[config.mk]
export PLATFORM = sky130hd
export DESIGN_NAME = fpl_top
export DESIGN_NICKNAME = d
export VERILOG_FILES = /design/src/common/fpl_pkg.sv /design/src/hw/fpl_top.sv /design/src/hw/fpl_timer.sv
export SDC_FILE = /design/constraint.sdc
export NUM_CORES = 1
export LEC_CHECK = 0
export BUFFER_PORTS_ARGS = -buffer_cell sky130_fd_sc_hd__buf_2
export CAP_MARGIN = 30
export CORE_MARGIN = 2
export CORE_UTILIZATION = 49
export CTS_CLUSTER_SIZE = 40
export DETAILED_ROUTE_END_ITERATION = 10
export PLACE_DENSITY = 0.76
export SKIP_LAST_GASP = 1
export SLEW_MARGIN = 10
export SYNTH_ARGS = -nofsm -noshare
export SYNTH_HDL_FRONTEND = slang
export SYNTH_HIERARCHICAL = 1
export SYNTH_SLANG_ARGS = --single-unit
[constraint.sdc]
create_clock -name clock_i -period 2.7 [get_ports clock_i]
set_input_delay 0.27 -clock clock_i [delete_from_list [all_inputs] [get_ports clock_i]]
set_output_delay 0.27 -clock clock_i [all_outputs]
set_load 0.05 [all_outputs]
[src/common/fpl_pkg.sv]
// constants, register map and state types of the fault protection latch
package fpl_pkg;

  // register offsets
  localparam logic [7:0] FPL_OFF_FAULT_MASK   = 8'h22;
  localparam logic [7:0] FPL_OFF_FAULT_STATUS = 8'h23;
  localparam logic [7:0] FPL_OFF_LIMIT_SAMP   = 8'h2d;
  localparam logic [7:0] FPL_OFF_LIMIT_INT    = 8'h2e;
  localparam logic [7:0] FPL_OFF_DROOP        = 8'h39;
  localparam logic [7:0] FPL_OFF_LATCH_A      = 8'h46;
  localparam logic [7:0] FPL_OFF_LATCH_B      = 8'h47;
  localparam logic [7:0] FPL_OFF_STAGE_RESP   = 8'h4a;
  localparam logic [7:0] FPL_OFF_DIE_RESP     = 8'h4b;
  localparam logic [7:0] FPL_OFF_FLOOR        = 8'h4e;
  localparam logic [7:0] FPL_OFF_OV_CFG       = 8'h4f;

  // reset values
  localparam logic [7:0] FPL_RST_BYTE      = 8'h00;
  localparam logic [4:0] FPL_RST_LIMIT_INT = 5'h00;
  localparam logic [1:0] FPL_RST_DROOP     = 2'h3;
  localparam logic [5:0] FPL_RST_STATUS    = 6'h00;

  // field positions
  localparam int FPL_MASK_LINE_BIT  = 6;
  localparam int FPL_MASK_STAGE_BIT = 5;
  localparam int FPL_MASK_DIE_BIT   = 4;
  localparam int FPL_MASK_TOTAL_BIT = 3;
  localparam int FPL_LIMIT_SRC_BIT  = 0;
  localparam int FPL_HICCUP_BIT     = 0;
  localparam int FPL_FLOOR_EN_BIT   = 7;
  localparam int FPL_OV_DIS_BIT     = 0;
  localparam int FPL_ST_UV          = 0;
  localparam int FPL_ST_OV          = 1;
  localparam int FPL_ST_TOTAL       = 2;
  localparam int FPL_ST_LINE        = 3;
  localparam int FPL_ST_STAGE       = 4;
  localparam int FPL_ST_DIE         = 5;

  // droop coefficient codes: 00 100%, 01 50%, 10 25%, 11 0%
  localparam logic [1:0] FPL_DROOP_100 = 2'h0;
  localparam logic [1:0] FPL_DROOP_0   = 2'h3;

  // timing
  localparam int FPL_CLK_MHZ         = 100;
  localparam int FPL_BYPASS_TIME_US  = 2000;
  localparam int FPL_BYPASS_CYCLES   = FPL_BYPASS_TIME_US * FPL_CLK_MHZ;
  localparam int FPL_HICCUP_TIME_US  = 1000;
  localparam int FPL_HICCUP_CYCLES   = FPL_HICCUP_TIME_US * FPL_CLK_MHZ;

  typedef enum logic [1:0]
  {
    FPL_LOCKOUT = 2'b00,
    FPL_RUN     = 2'b01,
    FPL_HICCUP  = 2'b11,
    FPL_LATCH   = 2'b10
  } fpl_state_e;

  typedef enum logic [1:0]
  {
    FPL_PWM_LOW    = 2'b00,
    FPL_PWM_ACTIVE = 2'b01,
    FPL_PWM_MID    = 2'b10
  } fpl_pwm_e;

endpackage

[src/hw/fpl_top.sv]
// fault supervision, protection latch and limit configuration of a buck controller
//
// What this block does
// - droop coefficient 0/25/50/100 percent, reset 0%
// - sample external current limit at power on
// - internal 5-bit current limit field
// - select bit picks sampled or internal limit
// - stage temperature high is a fault
// - stage fault latches, or hiccups if configured
// - masked stage temperature fault only sets its status bit
// - per-phase limiter active unless bypass runs
// - output undervoltage latches shutdown
// - undervoltage latch held until enable toggles
// - bypass floor hit suspends limiter 2 ms
// - bypass floor programmable, disabled at reset
// - total current fault latches, pwm mid-state
// - regulation held off until supply lockout clears
// - overvoltage drops good, driver, pwm low, latches
// - disabled overvoltage still clamps at 2 V
// - line undervoltage latches shutdown
// - line latch restarts on toggle and line ok
// - die over temperature reported
// - die fault latches or hiccups as configured
`timescale 1ns/1ps
module fpl_top
#(
  parameter int BYPASS_CYCLES = fpl_pkg::FPL_BYPASS_CYCLES,
  parameter int HICCUP_CYCLES = fpl_pkg::FPL_HICCUP_CYCLES
)
(
  // clock and reset
  input  wire logic       clock_i,
  input  wire logic       reset_n_i,
  // register port behind the serial interface
  input  wire logic [7:0] reg_addr_i,
  input  wire logic [7:0] reg_wdata_i,
  input  wire logic       reg_write_i,
  input  wire logic       reg_read_i,
  output logic      [7:0] reg_rdata_o,
  // comparator and monitor inputs
  input  wire logic       supply_ok_i,
  input  wire logic       enable_i,
  input  wire logic       uv_cmp_i,
  input  wire logic       ov_cmp_i,
  input  wire logic       ov_clamp_cmp_i,
  input  wire logic       total_current_low_i,
  input  wire logic       line_uv_i,
  input  wire logic       line_ok_i,
  input  wire logic       stage_temp_high_i,
  input  wire logic       die_hot_i,
  input  wire logic       current_limiting_i,
  input  wire logic       bypass_floor_hit_i,
  input  wire logic [7:0] phase_current_limit_adc_i,
  // control outputs
  output logic            regulation_enable_o,
  output logic            soft_start_enable_o,
  output logic            power_good_out_o,
  output logic            driver_enable_out_o,
  output fpl_pkg::fpl_pwm_e pwm_mode_o,
  output logic            limiter_active_o,
  output logic      [1:0] droop_sel_o,
  output logic      [7:0] active_limit_o,
  output logic            limit_internal_o,
  output logic      [4:0] bypass_floor_o,
  output logic            die_fault_o
);
  import fpl_pkg::*;

  fpl_state_e  state;
  fpl_state_e  next_state;
  logic [7:0]  fault_mask;
  logic [7:0]  current_limit_sampled;
  logic [4:0]  current_limit_internal;
  logic [1:0]  droop_coefficient_config;
  logic [7:0]  second_function_latch_a;
  logic [7:0]  second_function_latch_b;
  logic [7:0]  stage_resp;
  logic [7:0]  die_resp;
  logic [7:0]  floor_cfg;
  logic [7:0]  ov_cfg;
  logic [5:0]  fault_status;
  logic        supply_seen;
  logic        enable_seen_low;
  logic        line_latched;
  logic        mid_latched;
  logic        uv_ev;
  logic        ov_ev;
  logic        total_ev;
  logic        line_ev;
  logic        stage_ev;
  logic        die_ev;
  logic        latch_now;
  logic        hiccup_now;
  logic        release_ok;
  logic        bypass_start;
  logic        bypass_busy;
  logic        hiccup_start;
  logic        hiccup_done;

  // fault qualification
  assign uv_ev    = uv_cmp_i;
  assign ov_ev    = ov_cfg[FPL_OV_DIS_BIT] ? ov_clamp_cmp_i : ov_cmp_i;
  assign total_ev = total_current_low_i & ~fault_mask[FPL_MASK_TOTAL_BIT];
  assign line_ev  = line_uv_i & ~fault_mask[FPL_MASK_LINE_BIT];
  assign stage_ev = stage_temp_high_i & ~fault_mask[FPL_MASK_STAGE_BIT];
  assign die_ev   = die_hot_i & ~fault_mask[FPL_MASK_DIE_BIT];

  assign latch_now = uv_ev | ov_ev | total_ev | line_ev
                   | (stage_ev & ~stage_resp[FPL_HICCUP_BIT])
                   | (die_ev & ~die_resp[FPL_HICCUP_BIT]);
  assign hiccup_now = ~latch_now
                    & ((stage_ev & stage_resp[FPL_HICCUP_BIT])
                    | (die_ev & die_resp[FPL_HICCUP_BIT]));

  // leaving a latch needs enable low then high, and line ok after a line fault
  assign release_ok = enable_seen_low & enable_i & (~line_latched | line_ok_i);

  assign hiccup_start = (state == FPL_RUN) && (next_state == FPL_HICCUP);
  assign bypass_start = (state == FPL_RUN) && floor_cfg[FPL_FLOOR_EN_BIT]
                      && current_limiting_i && bypass_floor_hit_i && !bypass_busy;

  always_comb
  begin
    next_state = state;
    unique case (state)
      FPL_LOCKOUT:
      begin
        if (supply_ok_i && enable_i)
          next_state = FPL_RUN;
      end
      FPL_RUN:
      begin
        if (!supply_ok_i || !enable_i)
          next_state = FPL_LOCKOUT;
        else if (latch_now)
          next_state = FPL_LATCH;
        else if (hiccup_now)
          next_state = FPL_HICCUP;
      end
      FPL_HICCUP:
      begin
        if (hiccup_done)
          next_state = FPL_LOCKOUT;
      end
      FPL_LATCH:
      begin
        if (release_ok)
          next_state = FPL_LOCKOUT;
      end
    endcase
  end

  always_ff @(posedge clock_i or negedge reset_n_i)
  begin
    if (!reset_n_i)
      state <= FPL_LOCKOUT;
    else
      state <= next_state;
  end

  // latch bookkeeping
  always_ff @(posedge clock_i or negedge reset_n_i)
  begin
    if (!reset_n_i)
    begin
      enable_seen_low <= 1'b0;
      line_latched    <= 1'b0;
      mid_latched     <= 1'b0;
    end
    else if (state == FPL_RUN && next_state == FPL_LATCH)
    begin
      enable_seen_low <= 1'b0;
      line_latched    <= line_ev;
      mid_latched     <= total_ev;
    end
    else if (state == FPL_LATCH)
    begin
      enable_seen_low <= enable_seen_low | ~enable_i;
      if (next_state != FPL_LATCH)
      begin
        line_latched <= 1'b0;
        mid_latched  <= 1'b0;
      end
    end
  end

  // sticky fault report; a new event wins over the restart clear
  always_ff @(posedge clock_i or negedge reset_n_i)
  begin
    if (!reset_n_i)
      fault_status <= FPL_RST_STATUS;
    else
    begin
      if (state == FPL_LATCH && next_state != FPL_LATCH)
        fault_status <= FPL_RST_STATUS;
      if (uv_cmp_i)
        fault_status[FPL_ST_UV] <= 1'b1;
      if (ov_ev)
        fault_status[FPL_ST_OV] <= 1'b1;
      if (total_current_low_i)
        fault_status[FPL_ST_TOTAL] <= 1'b1;
      if (line_uv_i)
        fault_status[FPL_ST_LINE] <= 1'b1;
      if (stage_temp_high_i)
        fault_status[FPL_ST_STAGE] <= 1'b1;
      if (die_hot_i)
        fault_status[FPL_ST_DIE] <= 1'b1;
    end
  end

  // external limit captured each time the supply comes up
  always_ff @(posedge clock_i or negedge reset_n_i)
  begin
    if (!reset_n_i)
    begin
      supply_seen           <= 1'b0;
      current_limit_sampled <= FPL_RST_BYTE;
    end
    else
    begin
      supply_seen <= supply_ok_i;
      if (supply_ok_i && !supply_seen)
        current_limit_sampled <= phase_current_limit_adc_i;
    end
  end

  // register writes
  always_ff @(posedge clock_i or negedge reset_n_i)
  begin
    if (!reset_n_i)
    begin
      fault_mask               <= FPL_RST_BYTE;
      current_limit_internal   <= FPL_RST_LIMIT_INT;
      droop_coefficient_config <= FPL_RST_DROOP;
      second_function_latch_a  <= FPL_RST_BYTE;
      second_function_latch_b  <= FPL_RST_BYTE;
      stage_resp               <= FPL_RST_BYTE;
      die_resp                 <= FPL_RST_BYTE;
      floor_cfg                <= FPL_RST_BYTE;
      ov_cfg                   <= FPL_RST_BYTE;
    end
    else if (reg_write_i)
    begin
      unique case (reg_addr_i)
        FPL_OFF_FAULT_MASK: fault_mask               <= reg_wdata_i;
        FPL_OFF_LIMIT_INT:  current_limit_internal   <= reg_wdata_i[4:0];
        FPL_OFF_DROOP:      droop_coefficient_config <= reg_wdata_i[1:0];
        FPL_OFF_LATCH_A:    second_function_latch_a  <= reg_wdata_i;
        FPL_OFF_LATCH_B:    second_function_latch_b  <= reg_wdata_i;
        FPL_OFF_STAGE_RESP: stage_resp               <= reg_wdata_i;
        FPL_OFF_DIE_RESP:   die_resp                 <= reg_wdata_i;
        FPL_OFF_FLOOR:      floor_cfg                <= reg_wdata_i;
        FPL_OFF_OV_CFG:     ov_cfg                   <= reg_wdata_i;
        default:            ;
      endcase
    end
  end

  // register reads, unmapped offsets answer zero
  always_ff @(posedge clock_i or negedge reset_n_i)
  begin
    if (!reset_n_i)
      reg_rdata_o <= FPL_RST_BYTE;
    else if (reg_read_i)
    begin
      unique case (reg_addr_i)
        FPL_OFF_FAULT_MASK:   reg_rdata_o <= fault_mask;
        FPL_OFF_FAULT_STATUS: reg_rdata_o <= {2'h0, fault_status};
        FPL_OFF_LIMIT_SAMP:   reg_rdata_o <= current_limit_sampled;
        FPL_OFF_LIMIT_INT:    reg_rdata_o <= {3'h0, current_limit_internal};
        FPL_OFF_DROOP:        reg_rdata_o <= {6'h00, droop_coefficient_config};
        FPL_OFF_LATCH_A:      reg_rdata_o <= second_function_latch_a;
        FPL_OFF_LATCH_B:      reg_rdata_o <= second_function_latch_b;
        FPL_OFF_STAGE_RESP:   reg_rdata_o <= stage_resp;
        FPL_OFF_DIE_RESP:     reg_rdata_o <= die_resp;
        FPL_OFF_FLOOR:        reg_rdata_o <= floor_cfg;
        FPL_OFF_OV_CFG:       reg_rdata_o <= ov_cfg;
        default:              reg_rdata_o <= FPL_RST_BYTE;
      endcase
    end
  end

  fpl_timer #(
    .CYCLES (BYPASS_CYCLES)
  ) u_bypass_timer (
    .clock_i   (clock_i),
    .reset_n_i (reset_n_i),
    .start_i   (bypass_start),
    .busy_o    (bypass_busy),
    .done_o    ()
  );

  fpl_timer #(
    .CYCLES (HICCUP_CYCLES)
  ) u_hiccup_timer (
    .clock_i   (clock_i),
    .reset_n_i (reset_n_i),
    .start_i   (hiccup_start),
    .busy_o    (),
    .done_o    (hiccup_done)
  );

  // registered outputs
  always_ff @(posedge clock_i or negedge reset_n_i)
  begin
    if (!reset_n_i)
    begin
      regulation_enable_o <= 1'b0;
      soft_start_enable_o <= 1'b0;
      power_good_out_o    <= 1'b0;
      driver_enable_out_o <= 1'b0;
      pwm_mode_o          <= FPL_PWM_LOW;
      limiter_active_o    <= 1'b1;
      die_fault_o         <= 1'b0;
      active_limit_o      <= FPL_RST_BYTE;
    end
    else
    begin
      regulation_enable_o <= supply_ok_i;
      soft_start_enable_o <= (next_state == FPL_RUN);
      power_good_out_o    <= (next_state == FPL_RUN);
      driver_enable_out_o <= (next_state == FPL_RUN);
      if (next_state == FPL_RUN)
        pwm_mode_o <= FPL_PWM_ACTIVE;
      else if (next_state == FPL_LATCH && (mid_latched || (state == FPL_RUN && total_ev)))
        pwm_mode_o <= FPL_PWM_MID;
      else
        pwm_mode_o <= FPL_PWM_LOW;
      limiter_active_o    <= !(bypass_busy || bypass_start);
      die_fault_o         <= fault_status[FPL_ST_DIE] | die_hot_i;
      active_limit_o      <= second_function_latch_a[FPL_LIMIT_SRC_BIT]
                             ? {3'h0, current_limit_internal} : current_limit_sampled;
    end
  end

  assign droop_sel_o      = droop_coefficient_config;
  assign limit_internal_o = second_function_latch_a[FPL_LIMIT_SRC_BIT];
  assign bypass_floor_o   = floor_cfg[4:0];
endmodule

[src/hw/fpl_timer.sv]
// one-shot down counter giving a busy window and a done pulse
`timescale 1ns/1ps
module fpl_timer
#(
  parameter int CYCLES = 200000,
  parameter int W      = $clog2(CYCLES + 1)
)
(
  // clock and reset
  input  wire logic clock_i,
  input  wire logic reset_n_i,
  // control
  input  wire logic start_i,
  // status
  output logic      busy_o,
  output logic      done_o
);

  localparam logic [W-1:0] LOAD = W'(CYCLES - 1);
  localparam logic [W-1:0] ZERO = '0;

  logic [W-1:0] count;

  generate
    if (CYCLES < 1)
    begin : g_bad
      $error("timer needs at least one cycle");
    end
  endgenerate

  always_ff @(posedge clock_i or negedge reset_n_i)
  begin
    if (!reset_n_i)
    begin
      count  <= ZERO;
      busy_o <= 1'b0;
      done_o <= 1'b0;
    end
    else if (start_i && !busy_o)
    begin
      count  <= LOAD;
      busy_o <= 1'b1;
      done_o <= 1'b0;
    end
    else if (busy_o && count == ZERO)
    begin
      busy_o <= 1'b0;
      done_o <= 1'b1;
    end
    else
    begin
      count  <= busy_o ? count - W'(1) : count;
      done_o <= 1'b0;
    end
  end

endmodule

# [Word level (Yosys, flattened, before mapping)]
# Index checks and enable logic that the tools add are counted.
[totals] inputBits=40 register_bits=142 out_inout_bits=32
[classes] mux=37 reduce_logical=51 eq_ne=20 bitwise=29 add_sub_neg=2
[ops] operator="case mux 8 bit (11 select lines)" count=1
[ops] operator="two-way mux 18 bit" count=3
[ops] operator="two-way mux 17 bit" count=3
[ops] operator="equality test 8 x 7 -> 1 bit, second input constant" count=6
[ops] operator="equality test 8 x 6 -> 1 bit, second input constant" count=5
[ops] operator="AND reduction 2 bit" count=12
[ops] operator="nonzero test 2 bit" count=12
[ops] operator="two-way mux 1 bit" count=19
[ops] operator="zero test 18 bit" count=1
[ops] operator="subtractor 18 x 1 -> 18 bit, second input constant" count=1
[ops] operator="zero test 17 bit" count=1
[ops] operator="subtractor 17 x 1 -> 17 bit, second input constant" count=1
[ops] operator="two-way mux 2 bit" count=8
[ops] operator="logical AND 1 bit" count=15
[ops] operator="bitwise AND 1 bit" count=11
[ops] operator="NOT 1 bit" count=9
[ops] operator="OR 1 bit" count=9
[ops] operator="equality test 2 bit, second input constant" count=4
[ops] operator="two-way mux 8 bit" count=1
[ops] operator="case mux 2 bit (4 select lines)" count=1
[ops] operator="zero test 1 bit" count=6
[ops] operator="two-way mux 6 bit" count=1
[ops] operator="equality test 2 x 1 -> 1 bit, second input constant" count=2
[ops] operator="inequality test 2 x 1 -> 1 bit, second input constant" count=2
[ops] operator="3 further kinds" count=5

# [Longest topological paths before layout]
[logic_depth] word_depth=17 mapped_depth=9 mapped_depth_nobuf=8

# [By module]
# Netlist, hierarchy kept.
[by_module_without_submodules] mod="fpl_top" cells_per_inst=398 area_each_um2=5046.1 seq_area_each_um2=2581.2 n_inst=1
[by_module_without_submodules] mod="fpl_timer at u_bypass_timer" cells_per_inst=113 area_each_um2=1158.6 seq_area_each_um2=500.5 n_inst=1
[by_module_without_submodules] mod="fpl_timer at u_hiccup_timer" cells_per_inst=100 area_each_um2=1011.0 seq_area_each_um2=475.5 n_inst=1

# [Least setup slack after synthesis]
# Ideal clock, no wire load.
[synth_path] path_kind="register -> register" start="reg u_hiccup_timer.count[0]" end="reg u_hiccup_timer.count[3]" n_path_buf=2 slack_ns=0.515 synth_period_minus_slack_ns=2.185 t_arrival_ns=2.030 setup_time_ns=0.155 required_ns=2.545 path_stages_with_launch=9 path_cell_list="dfrtp_1 inv_1 ha_1 or4b_1 or4_1 buf_2 buf_6 a211oi_2 a31oi_1"
[synth_between] elab_chain_len=4
[synth_lines] item="from (decl)" line_no="fpl_timer.sv:22" rtl="logic [W-1:0] count;"
[synth_lines] item="from (signal assigned)" line_no="fpl_timer.sv:52" rtl="count <= busy_o ? count - W'(1) : count;"
[synth_lines] item="subtractor 17 x 1 -> 17 bit or zero test 17 bit (tied branches)" line_no="fpl_timer.sv:52, fpl_timer.sv:45"
[synth_lines] item="two-way mux 17 bit or logical AND 1 bit (tied branches)" line_no="fpl_timer.sv:52, fpl_timer.sv:45"
[synth_lines] item="two-way mux 17 bit or inequality test 2 x 1 -> 1 bit (tied branches)"
[synth_lines] item="two-way mux 17 bit or AND reduction 2 bit (tied branches)"
# Parallel ways exist; a longest one is shown, timed or not. The select of a mux whose other input is x is not followed.
# A chain may end at the register's enable or synchronous reset.

# [Final worst setup path]
[layout_path] start="reg u_hiccup_timer.count[0]" end="reg u_hiccup_timer.count[1]"
# Same word-level chain as after synthesis.

==> flow_metrics.env <==
export IMPL_status="finished, final reports clean"
export IMPL_drc_errors=0
export IMPL_grt_start_max_net_pins=74
export IMPL_p_leak_nw=3.72
export IMPL_grt_overflow=0
export IMPL_io_buffers=71
export IMPL_numCtsBuffers=17
export IMPL_worstPathArrival_ns=2.84
export IMPL_nNetsFinal=719
export IMPL_synth_area_per_cell_um2=11.8
export IMPL_ir_worst_vdd_v=0.000444
export IMPL_crit_path_end_kind="flop"
export IMPL_root_buffer="clkbuf_16"
export IMPL_cap_violations=0
export IMPL_crit_buf_inv=1
export IMPL_io_pins=72
export IMPL_dpl_cell_area_um2=7610
export IMPL_tritoncts="done"
export IMPL_fin_area_um2=8300
export IMPL_maxSlewViolCount=0
export IMPL_dieArea_um2=15600
export IMPL_crit_family="simple AND/OR/NAND/NOR gates"
export IMPL_post_drt_wl_per_cell_um=20.2
export IMPL_hold_path_class="in -> reg"
export IMPL_clkSinkCount=141
export IMPL_htreeDepth=4
export IMPL_finalCritPeriodShare=0.930
export IMPL_route_final_wire_length_um=17600
export IMPL_setup_viol=0
export IMPL_clockBufferDepth=2
export IMPL_core_um2=14400
export IMPL_syn_num_nets=651
export IMPL_num_vias=5432
export IMPL_gp_congestion=0.864
export IMPL_grt_use_total=0.228
export IMPL_worstPathRequired_ns=3.03
export IMPL_n_antenna_cell=0
export IMPL_drtIter0Drc=472
export IMPL_die_y_um=125
export IMPL_fin_cells=874
export IMPL_area_delta_synth_final_pct=15.5
export IMPL_path_clk_slew_ns=0.06
export IMPL_cp_cell_sequence="inv_1 -> ha_1 -> or4b_1 -> or4_1 -> and3_1 -> a31oi_1"
export IMPL_fmax_ghz=0.398
export IMPL_rsz0062_at_grt="false"
export IMPL_path_max_fanout=15
export IMPL_clock_latency_ns=0.42
export IMPL_path_class="reg -> reg"
export IMPL_die_x_um=125
export IMPL_dpl_hpwl_um=12000
export IMPL_grt_pass1_wl_um=28500
export IMPL_drive_gt1_frac=0.354
export IMPL_max_slew_worst_pin_slew_ns=0.810
export IMPL_ant_nets=0
export IMPL_antenna_found_initial=0
export IMPL_start_util=0.498
export IMPL_yosys_warnings=6
export IMPL_cp_slowest_stage_delay_ns=0.83
export IMPL_hold_viol_final=0
export IMPL_slew_headroom=0.459
export IMPL_grt_pass1_vias=5501
export IMPL_post_route_min_period_ns=2.51
export IMPL_power_density_nw_per_um2=686
export IMPL_setup_tns_ns=0
export IMPL_r2r_setup_slack_ns=0.19
export IMPL_synthesis_area_um2=7180
export IMPL_row_count=44
export IMPL_syn_inst=609
export IMPL_post_cts_buffers=0
export IMPL_viasPerCell=6.22
export IMPL_dp_cells=840
export IMPL_fin_skew_ns=0.0206
export IMPL_start_kind="flop"
export IMPL_dr_pass1_iters=5
export IMPL_cp_slowest_cell="or4_1"
[cells in the final DEF, fill, tap and decap left out, types with 7 or more instances in the layout]
cell,instances
inv_1,12
a21oi_1,13
a21o_1,7
a221oi_1,7
nor3_1,12
clkbuf_16,17
a31oi_1,8
buf_2,71
mux2i_1,23
o21ai_0,7
nor2b_1,21
nand4_1,7
nor2_1,22
dfrtp_1,138
buf_4,13
mux2_2,80
nand2_1,36
nor4_1,9
a32oi_1,8
nand3_1,19
and3_1,10
[power by group]
group | total, mW | internal [mW] | switching, mW
logic | 0.659 | 0.252 | 0.407
registers | 2.43 | 2.28 | 0.154
clock network | 2.61 | 1.73 | 0.875
[cell type report]
class	instances	area, µm²
fill	1157	6120
sequential	141	3530
multi-input combinational	418	3330
timing repair buffer	87	494
clock buffer	21	480
tap	184	230
clock inverter	11	186
inverter	12	45.0
[metal layers]
metal | up-vias | global-route usage | part of all wire
li1 | 2440 | - | -
met1 | 2764 | 0.294 | 0.43
met2 | 189 | 0.369 | 0.49
met3 | 39 | 0.0509 | 0.053
met4 | 0 | 0.101 | 0.028
met5 | - | 0 | 0
[per-stage QoR]
step	setup WS [ns]	utilization	power, mW	hold slack [ns]
after floorplan	0.515	-	2.89	-0.0256
after CTS	0.210	0.575	5.73	0.0331
after global placement	0.334	0.528	3.08	0.330
after detailed placement	0.261	0.528	3.12	0.338
final	0.189	0.575	5.70	0.0459
after global routing	0.140	0.575	5.90	0.0246
[flip-flops by register name (all words and copies together) (netlist names), 6 cells and up]
signal	count
fault_status	6
active_limit_o	8
second_function_latch_b	8
second_function_latch_a	8
die_resp	8
current_limit_sampled	8
fault_mask	8
reg_rdata_o	8
ov_cfg	8
u_hiccup_timer/count	17
u_bypass_timer/count	18
stage_resp	8
floor_cfg	8
[repair_timing]
| item | in CTS | in global routing |
|---|---|---|
| resized for setup | 0 | 1 |
| endpoints found under the setup margin | 0 | 2 |
| endpoints found under the hold margin | 67 | 0 |
| hold buffers | 1 | 0 |
[worst paths after layout]
path                                                      start                                   end  cells after the start
hold / removal                                      supply_ok_i         regulation_enable_o$_DFF_PN0_                      1
max in group asynchronous                             reset_n_i            limiter_active_o$_DFF_PN1_                      3
setup reg to reg            u_hiccup_timer/count[0]$_DFFE_PN0P_   u_hiccup_timer/count[1]$_DFFE_PN0P_                      6
setup / recovery            u_hiccup_timer/count[0]$_DFFE_PN0P_   u_hiccup_timer/count[1]$_DFFE_PN0P_                      6
hold reg to reg            u_bypass_timer/count[16]$_DFFE_PN0P_  u_bypass_timer/count[16]$_DFFE_PN0P_                      1
min in group asynchronous                             reset_n_i              floor_cfg[3]$_DFFE_PN0P_                      2
Note: power is estimated with default switching activity, not from simulation.
